$ cat config.mk
export PLATFORM = sky130hd
export DESIGN_NAME = mrc_regs
export DESIGN_NICKNAME = d
export VERILOG_FILES = /design/src/core/mrc_pkg.sv /design/src/core/mrc_regs.sv
export VERILOG_INCLUDE_DIRS = /design/src /design/src/core
export SDC_FILE = /design/constraint.sdc
export NUM_CORES = 1
export LEC_CHECK = 0
export BUFFER_PORTS_ARGS = -buffer_cell sky130_fd_sc_hd__buf_2
export CAP_MARGIN = 30
export CORE_MARGIN = 1
export CORE_UTILIZATION = 30
export CTS_BUF_LIST = sky130_fd_sc_hd__clkbuf_8 sky130_fd_sc_hd__clkbuf_16
export DETAILED_ROUTE_END_ITERATION = 6
export GPL_ROUTABILITY_DRIVEN = 0
export SETUP_SLACK_MARGIN = 0.15
export SYNTH_ARGS = -nofsm -noshare
export SYNTH_HDL_FRONTEND = slang
export SYNTH_SLANG_ARGS = --single-unit
$ cat constraint.sdc
create_clock -name core_clk -period 1.1 [get_ports core_clk]
set_input_delay 0.055 -clock core_clk [delete_from_list [all_inputs] [get_ports core_clk]]
set_output_delay 0.055 -clock core_clk [all_outputs]
set_load 0.05 [all_outputs]
$ cat src/core/mrc_params.svh
// Offsets, field positions, reset values and counts of the mode/RAM register block
`ifndef MRC_PARAMS_SVH
`define MRC_PARAMS_SVH
`define MRC_MODE_OFS    12'h000
`define MRC_RAMC_OFS    12'h004
`define MRC_EXPANDED_MODE_ENABLE_BIT    7
`define MRC_ONCHIP_RAM_ENABLE_BIT    0
`define MRC_MODE_FIXED  8'h64
`define MRC_ONCHIP_RAM_ENABLE_RST    1'b1
`define MRC_STRAP_WAIT  2'h3
`define MRC_RESP_OKAY   2'h0
`define MRC_RESP_SLVERR 2'h2
`endif

$ cat src/core/mrc_pkg.sv
// Types shared by the mode/RAM register block
package mrc_pkg;
  typedef logic [1:0]  mrc_resp_t;
  typedef logic [1:0]  mrc_mode_t;
  typedef logic [31:0] mrc_word_t;
  typedef logic [3:0]  mrc_strb_t;
endpackage

$ cat src/core/mrc_regs.sv
// Operating mode register and on-chip RAM enable behind an AXI4-Lite slave
//
// Summary of operation
// [RULE1] An 8-bit operating mode register reports the current chip mode.
// [RULE2] Bits 1:0 are read-only, mirroring high and low mode pins.
// [RULE3] Each read of the mode register latches the present mode pin levels.
// [RULE4] Bit 7 and the mode select bits start from the mode pins.
// [RULE5] Bits 6 and 5 ignore writes and read as 1.
// [RULE6] Bits 4 and 3 ignore writes and read as 0.
// [RULE7] Bit 2 ignores writes and reads as 1.
// [RULE8] Without the flash option bit 7 ignores writes and reads as 1.
// [RULE9] RAM enable at 0 disables on-chip RAM, at 1 enables it.
// [RULE10] Reset sets RAM enable; software standby leaves it unchanged.
//
// The implementer's own choices: the register offsets and register access over AXI4-Lite.
`timescale 1ns/1ps
`include "mrc_params.svh"

module mrc_regs #(
  parameter int ADDR_W     = 12,
  parameter bit HAS_FLASH  = 1'b0
) (
  input  wire logic              core_clk,
  input  wire logic              rst,
  input  wire logic              mode_pin_hi,
  input  wire logic              mode_pin_lo,
  input  wire logic              soft_standby,
  output      logic              onchip_ram_enable,
  output      mrc_pkg::mrc_mode_t mode_select,
  output      logic              expanded_mode_enable,
  output      logic              mode_valid,
  input  wire logic [ADDR_W-1:0] s_axi_awaddr,
  input  wire logic              s_axi_awvalid,
  output      logic              s_axi_awready,
  input  wire mrc_pkg::mrc_word_t s_axi_wdata,
  input  wire mrc_pkg::mrc_strb_t s_axi_wstrb,
  input  wire logic              s_axi_wvalid,
  output      logic              s_axi_wready,
  output      mrc_pkg::mrc_resp_t s_axi_bresp,
  output      logic              s_axi_bvalid,
  input  wire logic              s_axi_bready,
  input  wire logic [ADDR_W-1:0] s_axi_araddr,
  input  wire logic              s_axi_arvalid,
  output      logic              s_axi_arready,
  output      mrc_pkg::mrc_word_t s_axi_rdata,
  output      mrc_pkg::mrc_resp_t s_axi_rresp,
  output      logic              s_axi_rvalid,
  input  wire logic              s_axi_rready
);
  import mrc_pkg::*;

  if (ADDR_W < 3 || ADDR_W > 12) begin : g_bad_addr_w
    $error("mrc_regs: ADDR_W must lie in 3..12");
  end

  // Pin synchroniser: three stages, accepted once stages two and three agree
  mrc_mode_t   pin_s1;
  mrc_mode_t   pin_s2;
  mrc_mode_t   pin_s3;
  mrc_mode_t   pins;
  logic [1:0]  strap_cnt;
  logic        strap_done;

  // No reset: the stages keep sampling during reset, so the straps are settled at release
  always_ff @(posedge core_clk) begin
    pin_s1 <= {mode_pin_hi, mode_pin_lo};
    pin_s2 <= pin_s1;
    pin_s3 <= pin_s2;
  end

  always_ff @(posedge core_clk or posedge rst) begin
    if (rst) begin
      pins <= 2'h0;
    end else if (pin_s2 == pin_s3) begin
      pins <= pin_s3;
    end
  end

  // Straps are caught only after the pipeline has filled past reset
  always_ff @(posedge core_clk or posedge rst) begin
    if (rst) begin
      strap_cnt <= 2'h0;
    end else if (strap_cnt != `MRC_STRAP_WAIT) begin
      strap_cnt <= strap_cnt + 2'h1;
    end
  end

  logic strap_now;
  assign strap_now = (strap_cnt == `MRC_STRAP_WAIT) && !strap_done;

  always_ff @(posedge core_clk or posedge rst) begin
    if (rst) begin
      strap_done <= 1'b0;
    end else if (strap_now) begin
      strap_done <= 1'b1;
    end
  end

  // Read channel
  logic        ar_take;
  logic        ar_mode;
  logic        ar_ramc;
  assign ar_take = s_axi_arvalid && s_axi_arready;
  assign ar_mode = {s_axi_araddr[ADDR_W-1:2], 2'b00} == ADDR_W'(`MRC_MODE_OFS);
  assign ar_ramc = {s_axi_araddr[ADDR_W-1:2], 2'b00} == ADDR_W'(`MRC_RAMC_OFS);

  // Write channel: address and data may arrive in either order
  logic [ADDR_W-1:0] aw_addr;
  logic              aw_held;
  mrc_word_t         w_data;
  mrc_strb_t         w_strb;
  logic              w_held;
  logic              wr_go;
  logic              wr_mode;
  logic              wr_ramc;
  logic              lane0;

  assign wr_go   = aw_held && w_held && !s_axi_bvalid;
  assign wr_mode = {aw_addr[ADDR_W-1:2], 2'b00} == ADDR_W'(`MRC_MODE_OFS);
  assign wr_ramc = {aw_addr[ADDR_W-1:2], 2'b00} == ADDR_W'(`MRC_RAMC_OFS);
  assign lane0   = w_strb[0];

  always_ff @(posedge core_clk or posedge rst) begin
    if (rst) begin
      aw_held       <= 1'b0;
      aw_addr       <= '0;
      s_axi_awready <= 1'b0;
    end else if (s_axi_awvalid && s_axi_awready) begin
      aw_held       <= 1'b1;
      aw_addr       <= s_axi_awaddr;
      s_axi_awready <= 1'b0;
    end else if (wr_go) begin
      aw_held       <= 1'b0;
    end else begin
      s_axi_awready <= !aw_held && strap_done;
    end
  end

  always_ff @(posedge core_clk or posedge rst) begin
    if (rst) begin
      w_held       <= 1'b0;
      w_data       <= '0;
      w_strb       <= '0;
      s_axi_wready <= 1'b0;
    end else if (s_axi_wvalid && s_axi_wready) begin
      w_held       <= 1'b1;
      w_data       <= s_axi_wdata;
      w_strb       <= s_axi_wstrb;
      s_axi_wready <= 1'b0;
    end else if (wr_go) begin
      w_held       <= 1'b0;
    end else begin
      s_axi_wready <= !w_held && strap_done;
    end
  end

  always_ff @(posedge core_clk or posedge rst) begin
    if (rst) begin
      s_axi_bvalid <= 1'b0;
      s_axi_bresp  <= `MRC_RESP_OKAY;
    end else if (wr_go) begin
      s_axi_bvalid <= 1'b1;
      s_axi_bresp  <= (wr_mode || wr_ramc) ? `MRC_RESP_OKAY : `MRC_RESP_SLVERR;
    end else if (s_axi_bready) begin
      s_axi_bvalid <= 1'b0;
    end
  end

  // Mode select bits: straps first, then relatched on every mode register read
  always_ff @(posedge core_clk or posedge rst) begin
    if (rst) begin
      mode_select <= 2'h0;
    end else if (strap_now || (ar_take && ar_mode)) begin
      mode_select <= pins; // [RULE2] [RULE3] [RULE4]
    end
  end

  // Bit 7 is writable only on the flash variant; otherwise it stays 1
  always_ff @(posedge core_clk or posedge rst) begin
    if (rst) begin
      expanded_mode_enable <= 1'b1;
    end else if (!HAS_FLASH) begin
      expanded_mode_enable <= 1'b1; // [RULE8]
    end else if (strap_now) begin
      expanded_mode_enable <= pins[1]; // [RULE4]
    end else if (wr_go && wr_mode && lane0) begin
      expanded_mode_enable <= w_data[`MRC_EXPANDED_MODE_ENABLE_BIT];
    end
  end

  // Standby is only an input here so the enable is visibly not cleared by it
  always_ff @(posedge core_clk or posedge rst) begin
    if (rst) begin
      onchip_ram_enable <= `MRC_ONCHIP_RAM_ENABLE_RST; // [RULE10]
    end else if (wr_go && wr_ramc && lane0) begin
      onchip_ram_enable <= w_data[`MRC_ONCHIP_RAM_ENABLE_BIT]; // [RULE9]
    end
  end

  always_ff @(posedge core_clk or posedge rst) begin
    if (rst) begin
      mode_valid <= 1'b0;
    end else begin
      mode_valid <= strap_done;
    end
  end

  // Read data built from live pins so the answer matches the fresh latch
  logic [7:0] mode_rd;
  always_comb begin
    mode_rd      = `MRC_MODE_FIXED; // [RULE5] [RULE6] [RULE7]
    mode_rd[7]   = HAS_FLASH ? expanded_mode_enable : 1'b1; // [RULE8]
    mode_rd[1:0] = pins; // [RULE3]
  end

  always_ff @(posedge core_clk or posedge rst) begin
    if (rst) begin
      s_axi_rvalid <= 1'b0;
      s_axi_rdata  <= '0;
      s_axi_rresp  <= `MRC_RESP_OKAY;
    end else if (ar_take) begin
      s_axi_rvalid <= 1'b1;
      s_axi_rresp  <= (ar_mode || ar_ramc) ? `MRC_RESP_OKAY : `MRC_RESP_SLVERR;
      if (ar_mode) begin
        s_axi_rdata <= {24'h0, mode_rd}; // [RULE1]
      end else if (ar_ramc) begin
        s_axi_rdata <= {31'h0, onchip_ram_enable};
      end else begin
        s_axi_rdata <= '0;
      end
    end else if (s_axi_rready) begin
      s_axi_rvalid <= 1'b0;
    end
  end

  always_ff @(posedge core_clk or posedge rst) begin
    if (rst) begin
      s_axi_arready <= 1'b0;
    end else if (ar_take) begin
      s_axi_arready <= 1'b0;
    end else begin
      s_axi_arready <= strap_done && !s_axi_rvalid;
    end
  end

  // Checks
  logic mode_rd_q;
  always_ff @(posedge core_clk or posedge rst) begin
    if (rst) begin
      mode_rd_q <= 1'b0;
    end else if (ar_take) begin
      mode_rd_q <= ar_mode;
    end
  end
endmodule

[Word-level counts from Yosys, hierarchy flattened]
Cells that the tools add are included.
Operators by class
  eq/ne operators: 7
  add/sub/neg operators: 1
  mux-type cells: 16
  reductions and logical operators: 26
Operator list (number)
  10-bit by 1-bit == test with 1-bit output (second input constant): 2
  10-bit logical NOT: 2
  1-bit 2-to-1 mux: 13
  1-bit logical AND: 12
  8-bit 2-to-1 mux: 1
  2-bit nonzero test: 4
  1-bit logical NOT: 5
  2-bit 2-to-1 mux: 2
  2-bit by 1-bit inequality test with 1-bit output (second input constant): 2
  1-bit logical OR: 3
  2-bit by 1-bit adder with 2-bit output (second input constant): 1
  2-bit == test: 1
  2-bit == test (second input constant): 1
  2-bit inequality test (second input constant): 1
Storage, ports and cells
  logic and storage cells: 72
  bits in registers: 72
  bits of input ports: 70
  output and inout port bits: 46

[Logic depth before layout (Yosys ltp)]
Gate-level depths: netlist of run 1.
  depth after elaboration: 4
  gate-level depth with buffers: 4
  mapped depth without buffers: 4

[Least setup slack after synthesis of run 1]
Ideal clock, no wire load.
  kind: register to register
  start: reg s_axi_bvalid
  end: reg onchip_ram_enable
  period minus slack after synthesis: 1.459 ns
  setup slack: -0.359 ns
  library setup time: 0.085 ns
  data required time: 1.015 ns
  arrival time: 1.375 ns
  stages on the path, launching flop included: 5
  buffers on the path: 1
  cell sequence: dfrtp_1 and3b_1 buf_6 nand4_2 mux2_1
On the way
  cells in the longest elaborated chain, start to end: 4
RTL lines
  start: declaration: RTL line mrc_regs.sv:40  | output logic s_axi_bvalid,
  start signal: assignment: RTL line mrc_regs.sv:159  | s_axi_bvalid <= 1'b0;
  start signal: assignment: RTL line mrc_regs.sv:162  | s_axi_bvalid <= 1'b1;
  start signal: assignment: RTL line mrc_regs.sv:165  | s_axi_bvalid <= 1'b0;
  1-bit logical NOT: RTL line mrc_regs.sv:118  | assign wr_go = aw_held && w_held && !s_axi_bvalid;
  1-bit logical AND: RTL line mrc_regs.sv:118
  1-bit logical AND (2 in series): RTL line mrc_regs.sv:195  | end else if (wr_go && wr_ramc && lane0) begin
  end signal: assignment: RTL line mrc_regs.sv:194  | onchip_ram_enable <= `MRC_ONCHIP_RAM_ENABLE_RST;
  end signal: assignment: RTL line mrc_regs.sv:196  | onchip_ram_enable <= w_data[`MRC_ONCHIP_RAM_ENABLE_BIT];
  end: declaration: RTL line mrc_regs.sv:28  | output logic onchip_ram_enable,
Every way passes these cells.
A chain may end at the register's enable or synchronous reset.

[Final worst setup path of run 1]
  start: reg aw_addr[11]
  end: reg onchip_ram_enable
On the way
  cells in the longest elaborated chain, start to end: 3
RTL lines
  start: declaration: RTL line mrc_regs.sv:108  | logic [ADDR_W-1:0] aw_addr;
  start signal: assignment: RTL line mrc_regs.sv:130  | aw_addr <= s_axi_awaddr;
  10-bit by 1-bit == test with 1-bit output: RTL line mrc_regs.sv:120  | assign wr_ramc = {aw_addr[ADDR_W-1:2], 2'b00} == ADDR_W'(`MRC_RAMC_OFS);
  1-bit logical AND (2 in series): RTL line mrc_regs.sv:195
Every way passes these cells.

==> flow_summary.json, run 1 <==
{
  "grt_pass1_wl_um": 5820,
  "period_needed_ns": 1.24,
  "synth_common_cells": "32 x buf_4, 32 x dfrtp_1, 13 x mux2_2, 10 x nand2_1",
  "synth_top_cell_area_share_pct": 43.4,
  "start_util_pct": 31.1,
  "avgSynthCellArea_um2": 12.1,
  "p_total_w": 0.00557,
  "finClkSkew_ns": 0.00564,
  "rows": 28,
  "drive_gt1_share_pct": 49.0,
  "ir_drop_v": 0.00136,
  "cap_violations": 0,
  "grt_overflow_total": 0,
  "synth-seq-cells": 39,
  "core_region_area_um2": 5920,
  "synthArstFlopShare_pct": 84.6,
  "drc": 0,
  "slowest_delay_ns": 0.41,
  "drt-pass1-iter-count": 5,
  "netlist_area_um2": 1840,
  "finalHoldViolations": 0,
  "final-instance-count-excl-fill": 318,
  "vias": 1314,
  "fin_ws_ns": -0.143,
  "grt_usage_pct": 12.2,
  "p_leak_nw": 1.36,
  "insertion_delay_ns": 0.29,
  "crit_required_ns": 1.32,
  "antenna_found_initial": 0,
  "hold_slack_ns": 0.0238,
  "worstPathCellList": "nor4_4, nand4_4, mux2_4",
  "cp-start-kind": "register",
  "die_area_um2": 6460,
  "synthTopCellsByArea": "dfrtp_1 43%, buf_4 13%, mux2_2 7.9%",
  "ctsRootBufferMaster": "clkbuf_8",
  "crit_path_top_delay_cell": "dfrtp_1",
  "dpl.cell_count": 284,
  "clock_path_buffers": 2,
  "post_drt_via_cell_ratio": 4.13,
  "clk_pin_slew_ns": 0.07,
  "syn_to_final_growth_pct": 51.4,
  "place.port_buffers": 47,
  "path_class": "reg -> reg",
  "hold_depth": 3,
  "yosys.area.top_type": "dfrtp_1",
  "path_buf_inv": 0,
  "cp_top_family": "simple AND/OR/NAND/NOR gates",
  "clock_sinks": 39,
  "hold_class": "in -> reg",
  "path_max_fanout": 2,
  "synth_cell_types": 40,
  "grt_max_degree": 34,
  "cp.arrival_ns": 1.47,
  "layout.nets": 313,
  "ys_seq_area_share_pct": 51.4,
  "die_y_um": 80.4,
  "die_x_um": 80.4,
  "period_share_pct": 113,
  "status": "finished, violations left",
  "cp.depth": 3,
  "setup_viol": 13,
  "io-pin-count": 116,
  "worst-r2r-cell-count": 3,
  "synthCells": 153,
  "drv_slew": 0,
  "powerDensity_nw_per_um2": 1990,
  "htree_levels": 2,
  "synth_edf_count": 0,
  "hpwl_um": 2520,
  "max_freq_mhz": 804,
  "crit_path_end_kind": "register",
  "n_antenna_cell": 0,
  "violations": "setup timing",
  "ant_nets": 0,
  "wirelength_um": 3710,
  "wl_per_cell_um": 11.7,
  "cts_buffers": 5,
  "grt_setup_unrepaired": "yes",
  "yosysWarnings": 0,
  "grt_pass1_vias": 1224,
  "drt_iter0_markers": 70,
  "tritoncts": "built",
  "ys.flop_type": "dfrtp_1"
}
[layer usage]
layer | track usage (%) | vias up | part of all wire (%)
li1 | - | 641 | -
met1 | 15.2 | 628 | 45
met4 | 6.43 | 0 | 2.1
met5 | 0 | - | 0
met2 | 19.2 | 39 | 49
met3 | 3.18 | 6 | 4.4
[power breakdown]
group          leakage (nW)  switching [W]  total (W)  internal [W]
combinational         0.894        0.00110    0.00239       0.00130
clock                0.0505       0.000489    0.00106      0.000570
sequential            0.420       0.000299    0.00211       0.00182
[placed cells by master (no fill, tap or decap), types with 3 or more instances in the layout]
cell type	instances
buf_2	30
dfrtp_2	6
clkbuf_8	7
dfxtp_1	6
buf_6	9
mux2_4	14
conb_1	29
nand2b_1	3
inv_1	6
nand2_1	7
nor4_4	3
buf_4	22
dlygate4sd3_1	16
nand4b_1	3
dfrtp_1	26
buf_8	9
[metrics by stage]
stage | setup TNS (ns) | utilization, % | cell area (um^2) | worst slack [ns]
final | -0.612 | 47.1 | 2790 | -0.143
after global routing | -1.07 | 47.1 | 2790 | -0.182
after CTS | -0.616 | 45.8 | 2710 | -0.156
after detailed placement | -0.275 | 38.1 | 2250 | -0.144
after global placement | -0.225 | 38.1 | 2250 | -0.129
after floorplan | -1.87 | - | 2040 | -0.241
[logic make-up (layout without fill, tap and decap cells)]
family / after synthesis / after routing / share of synthesized area (%)
AND/OR/NAND/NOR: 37 / 37 / 15.8
adder cells (fa/ha/maj): 1 / 1 / 0.678
AO/OA/AOI/OAI: 16 / 16 / 6.11
other: 2 / 29 / 0.407
XOR/XNOR: 3 / 3 / 1.42
multiplexers: 15 / 15 / 9.09
buffers and inverters: 40 / 103 / 15.1
flip-flops: 39 / 39 / 51.4
[what timing repair did]
| action | CTS | global route |
|---|---|---|
| endpoints found under the hold margin | 47 | 0 |
| buffers inserted | 3 | 6 |
| hold buffers | 16 | 0 |
| gates cloned | 1 | 0 |
| setup endpoints to repair | 40 | 37 |
| resized for setup | 45 | 8 |
| pin swaps | 7 | 6 |
[registers in the layout, summed over array words and instances (netlist names)]
register           cells
s_axi_rvalid           1
pin_s3                 2
pin_s1                 2
mode_select            2
s_axi_awready          1
s_axi_rdata            3
strap_done             1
strap_cnt              2
aw_addr               10
aw_held                1
s_axi_wready           1
onchip_ram_enable      1
s_axi_rresp            1
pin_s2                 2
mode_valid             1
s_axi_bresp            1
s_axi_bvalid           1
w_strb                 1
w_data                 1
s_axi_arready          1
pins                   2
w_held                 1
[area by class of cell]
class	count	area [um^2]
fillers	543	3130
flip-flops and latches	39	955
multi-input cells	101	837
repair buffers	89	779
clock buffers	7	96.3
well taps	75	93.8
inverters	6	22.5
clock inverters	1	7.51
[worst reg2reg max path, delay by kind of cell (launching register included)]
kind          cells  cell delay, ns
flops             1            0.41
mux               1            0.31
simple gates      2            0.47
[worst paths after layout]
kind / from / end / slack [ns]
setup / recovery: aw_addr[11]$_DFFE_PP0P_ / onchip_ram_enable$_DFFE_PP1P_ / -0.14
hold / removal: s_axi_bready / s_axi_bvalid$_DFFE_PP0P_ / 0.02
setup reg to reg: aw_addr[11]$_DFFE_PP0P_ / onchip_ram_enable$_DFFE_PP1P_ / -0.14
hold reg to reg: pin_s1[0]$_DFF_P_ / pin_s2[0]$_DFF_P_ / 0.33
max in group asynchronous: rst / onchip_ram_enable$_DFFE_PP1P_ / 0.52
min in group asynchronous: rst / aw_addr[6]$_DFFE_PP0P_ / 0.35
Note: power is estimated with default switching activity, not from simulation.
==> run 2: changes to the inputs <==
- HOLD_SLACK_MARGIN: default -> 0.06
==> run 2 against run 1 <==
Effect of this change:
- the flow still finishes with violations (setup timing)
- critical path depth is the same
- clock skew is essentially flat
- design area grew 0.72%
- sequential share of layout area shrank 0.24 points
- combinational power is essentially flat
- via count grew 0.61%
- register-to-register slack is essentially flat
- final cell count grew 0.63%
- clock power is essentially flat
- total power grew 0.10%
- sequential cell count is the same
==> flow_summary.json, run 2 (synthesis gave the netlist of run 1 again) <==
{
  "status": "finished, violations left",
  "violations": "setup timing",
  "powerDensity_nw_per_um2": 1980,
  "syn_to_final_growth_pct": 52.4,
  "fin_ws_ns": -0.143,
  "fillCellCount": 541,
  "n_antenna_cell": 0,
  "wl_per_cell_um": 11.7,
  "clock_sinks": 39,
  "clk_pin_slew_ns": 0.07,
  "ant_nets": 0,
  "placed_cell_area_um2": 2250,
  "top_regs": "aw_addr: 10 flops, s_axi_rdata: 3 flops",
  "hp-start": "s_axi_araddr[10]",
  "post_drt_via_cell_ratio": 4.13,
  "ctsRootBufferMaster": "clkbuf_8",
  "cp_top_family": "simple AND/OR/NAND/NOR gates",
  "drt_iter0_markers": 97,
  "wirelength_um": 3730,
  "highest_layer": "met4",
  "cap_violations": 0,
  "ir_drop_v": 0.00136,
  "hold_slack_ns": 0.0858,
  "p_leak_nw": 1.37,
  "reg2reg_slack_ns": -0.14,
  "die_area_um2": 6460,
  "drt-pass1-iter-count": 5,
  "rows": 28,
  "cts_buffers": 5,
  "grt_pass1_wl_um": 5850,
  "route.met3.wl_um": 163,
  "reg2reg_to": "onchip_ram_enable$_DFFE_PP1P_",
  "cp.arrival_ns": 1.47,
  "path_class": "reg -> reg",
  "die_x_um": 80.4,
  "worst-r2r-cell-count": 3,
  "drv_slew": 0,
  "largest_register_ffs": 10,
  "cp-start-kind": "register",
  "vias": 1322,
  "mostFrequentLayoutCells": "30 x buf_2, 29 x conb_1, 26 x dfrtp_1",
  "insertion_delay_ns": 0.29,
  "seqCellArea_um2": 955,
  "crit_path_top_delay_cell": "dfrtp_1",
  "crit_path_end_kind": "register",
  "htree_levels": 2,
  "core_region_area_um2": 5920,
  "stdcell_area_um2": 2810,
  "period_share_pct": 113,
  "hpwl_um": 2520,
  "top_register": "aw_addr",
  "hold_depth": 3,
  "hold_end": "s_axi_rdata[0]$_DFFE_PP0P_",
  "grt_pass1_vias": 1232,
  "path_max_fanout": 2,
  "layout.nets": 315,
  "place.port_buffers": 47,
  "finalHoldViolations": 0,
  "setup_viol": 13,
  "wl_met1_um": 1660,
  "slowest_delay_ns": 0.41,
  "wl_met2_um": 1820,
  "clock_path_buffers": 2,
  "drive_gt1_share_pct": 48.6,
  "tritoncts": "built",
  "start_util_pct": 31.1,
  "path_buf_inv": 0,
  "max_freq_mhz": 804,
  "grt_overflow_total": 0,
  "multi_input_area_um2": 837,
  "crit_required_ns": 1.32,
  "antenna_found_initial": 0,
  "worstPathCellList": "nor4_4, nand4_4, mux2_4",
  "finClkSkew_ns": 0.00564,
  "period_needed_ns": 1.24,
  "drc": 0,
  "reg2reg_from": "aw_addr[11]$_DFFE_PP0P_",
  "grt_max_degree": 34,
  "io-pin-count": 116,
  "grt_setup_unrepaired": "yes",
  "grt_usage_pct": 12.3,
  "hold_class": "in -> reg",
  "die_y_um": 80.4,
  "final_common_cell": "buf_2",
  "p_total_w": 0.00557
}
[run 2: metrics by stage]
| stage | util [%] | setup TNS, ns | instances | setup slack, ns |
|---|---|---|---|---|
| 6_report | 47.5 | -0.612 | 320 | -0.143 |
| 5_1_grt | 47.5 | -1.07 | 320 | -0.182 |
| 4_1_cts | 46.2 | -0.616 | 314 | -0.156 |
| 3_5_place_dp | 38.1 | -0.275 | 284 | -0.144 |
| 3_3_place_gp | 38.1 | -0.225 | 284 | -0.129 |
| 2_1_floorplan | - | -1.87 | 180 | -0.241 |
[run 2: area by class of cell]
class | count | share of cell area (%)
clock inverter | 1 | 0.267
timing repair buffer | 91 | 28.4
sequential | 39 | 34.0
inverter | 6 | 0.801
multi-input combinational | 101 | 29.8
tap | 75 | 3.34
clock buffer | 7 | 3.43
[run 2: worst max-delay path by stage]
stage | from | slack [ns] | end | depth (start not counted)
5_1_grt | aw_addr[11]$_DFFE_PP0P_ | -0.18 | s_axi_bresp[1]$_DFFE_PP0P_ | 4
4_1_cts | aw_addr[11]$_DFFE_PP0P_ | -0.16 | onchip_ram_enable$_DFFE_PP1P_ | 3
3_5_place_dp | aw_addr[11]$_DFFE_PP0P_ | -0.14 | onchip_ram_enable$_DFFE_PP1P_ | 3
3_3_place_gp | aw_addr[11]$_DFFE_PP0P_ | -0.13 | onchip_ram_enable$_DFFE_PP1P_ | 3
6_report | aw_addr[11]$_DFFE_PP0P_ | -0.14 | onchip_ram_enable$_DFFE_PP1P_ | 3
2_1_floorplan | s_axi_bvalid$_DFFE_PP0P_ | -0.24 | onchip_ram_enable$_DFFE_PP1P_ | 4
[run 2: worst reg2reg max path, cell delays in order, from the launching register on]
cell and delay (ns):
dfrtp_1 0.41, nor4_4 0.35, nand4_4 0.12, mux2_4 0.31
[run 2: metal layers]
| metal | vias to the layer above | global-route usage (%) |
|---|---|---|
| met1 | 632 | 15.2 |
| met5 | - | 0 |
| met4 | 0 | 6.43 |
| met3 | 6 | 3.18 |
| li1 | 645 | - |
| met2 | 39 | 19.4 |
[run 2: repair_timing]
item                                    CTS  global route
gates cloned                              1             0
endpoints found under the hold margin    51             0
resized for setup                        45             8
pin swaps                                 7             6
endpoints found under the setup margin   40            37
buffers inserted                          3             6
hold buffers                             18             0
[run 2: power breakdown]
| group | total, W | internal (W) | switching (W) |
|---|---|---|---|
| combinational | 0.00240 | 0.00130 | 0.00110 |
| clock | 0.00106 | 0.000570 | 0.000489 |
| sequential | 0.00211 | 0.00182 | 0.000299 |
| total | 0.00557 | 0.00369 | 0.00188 |
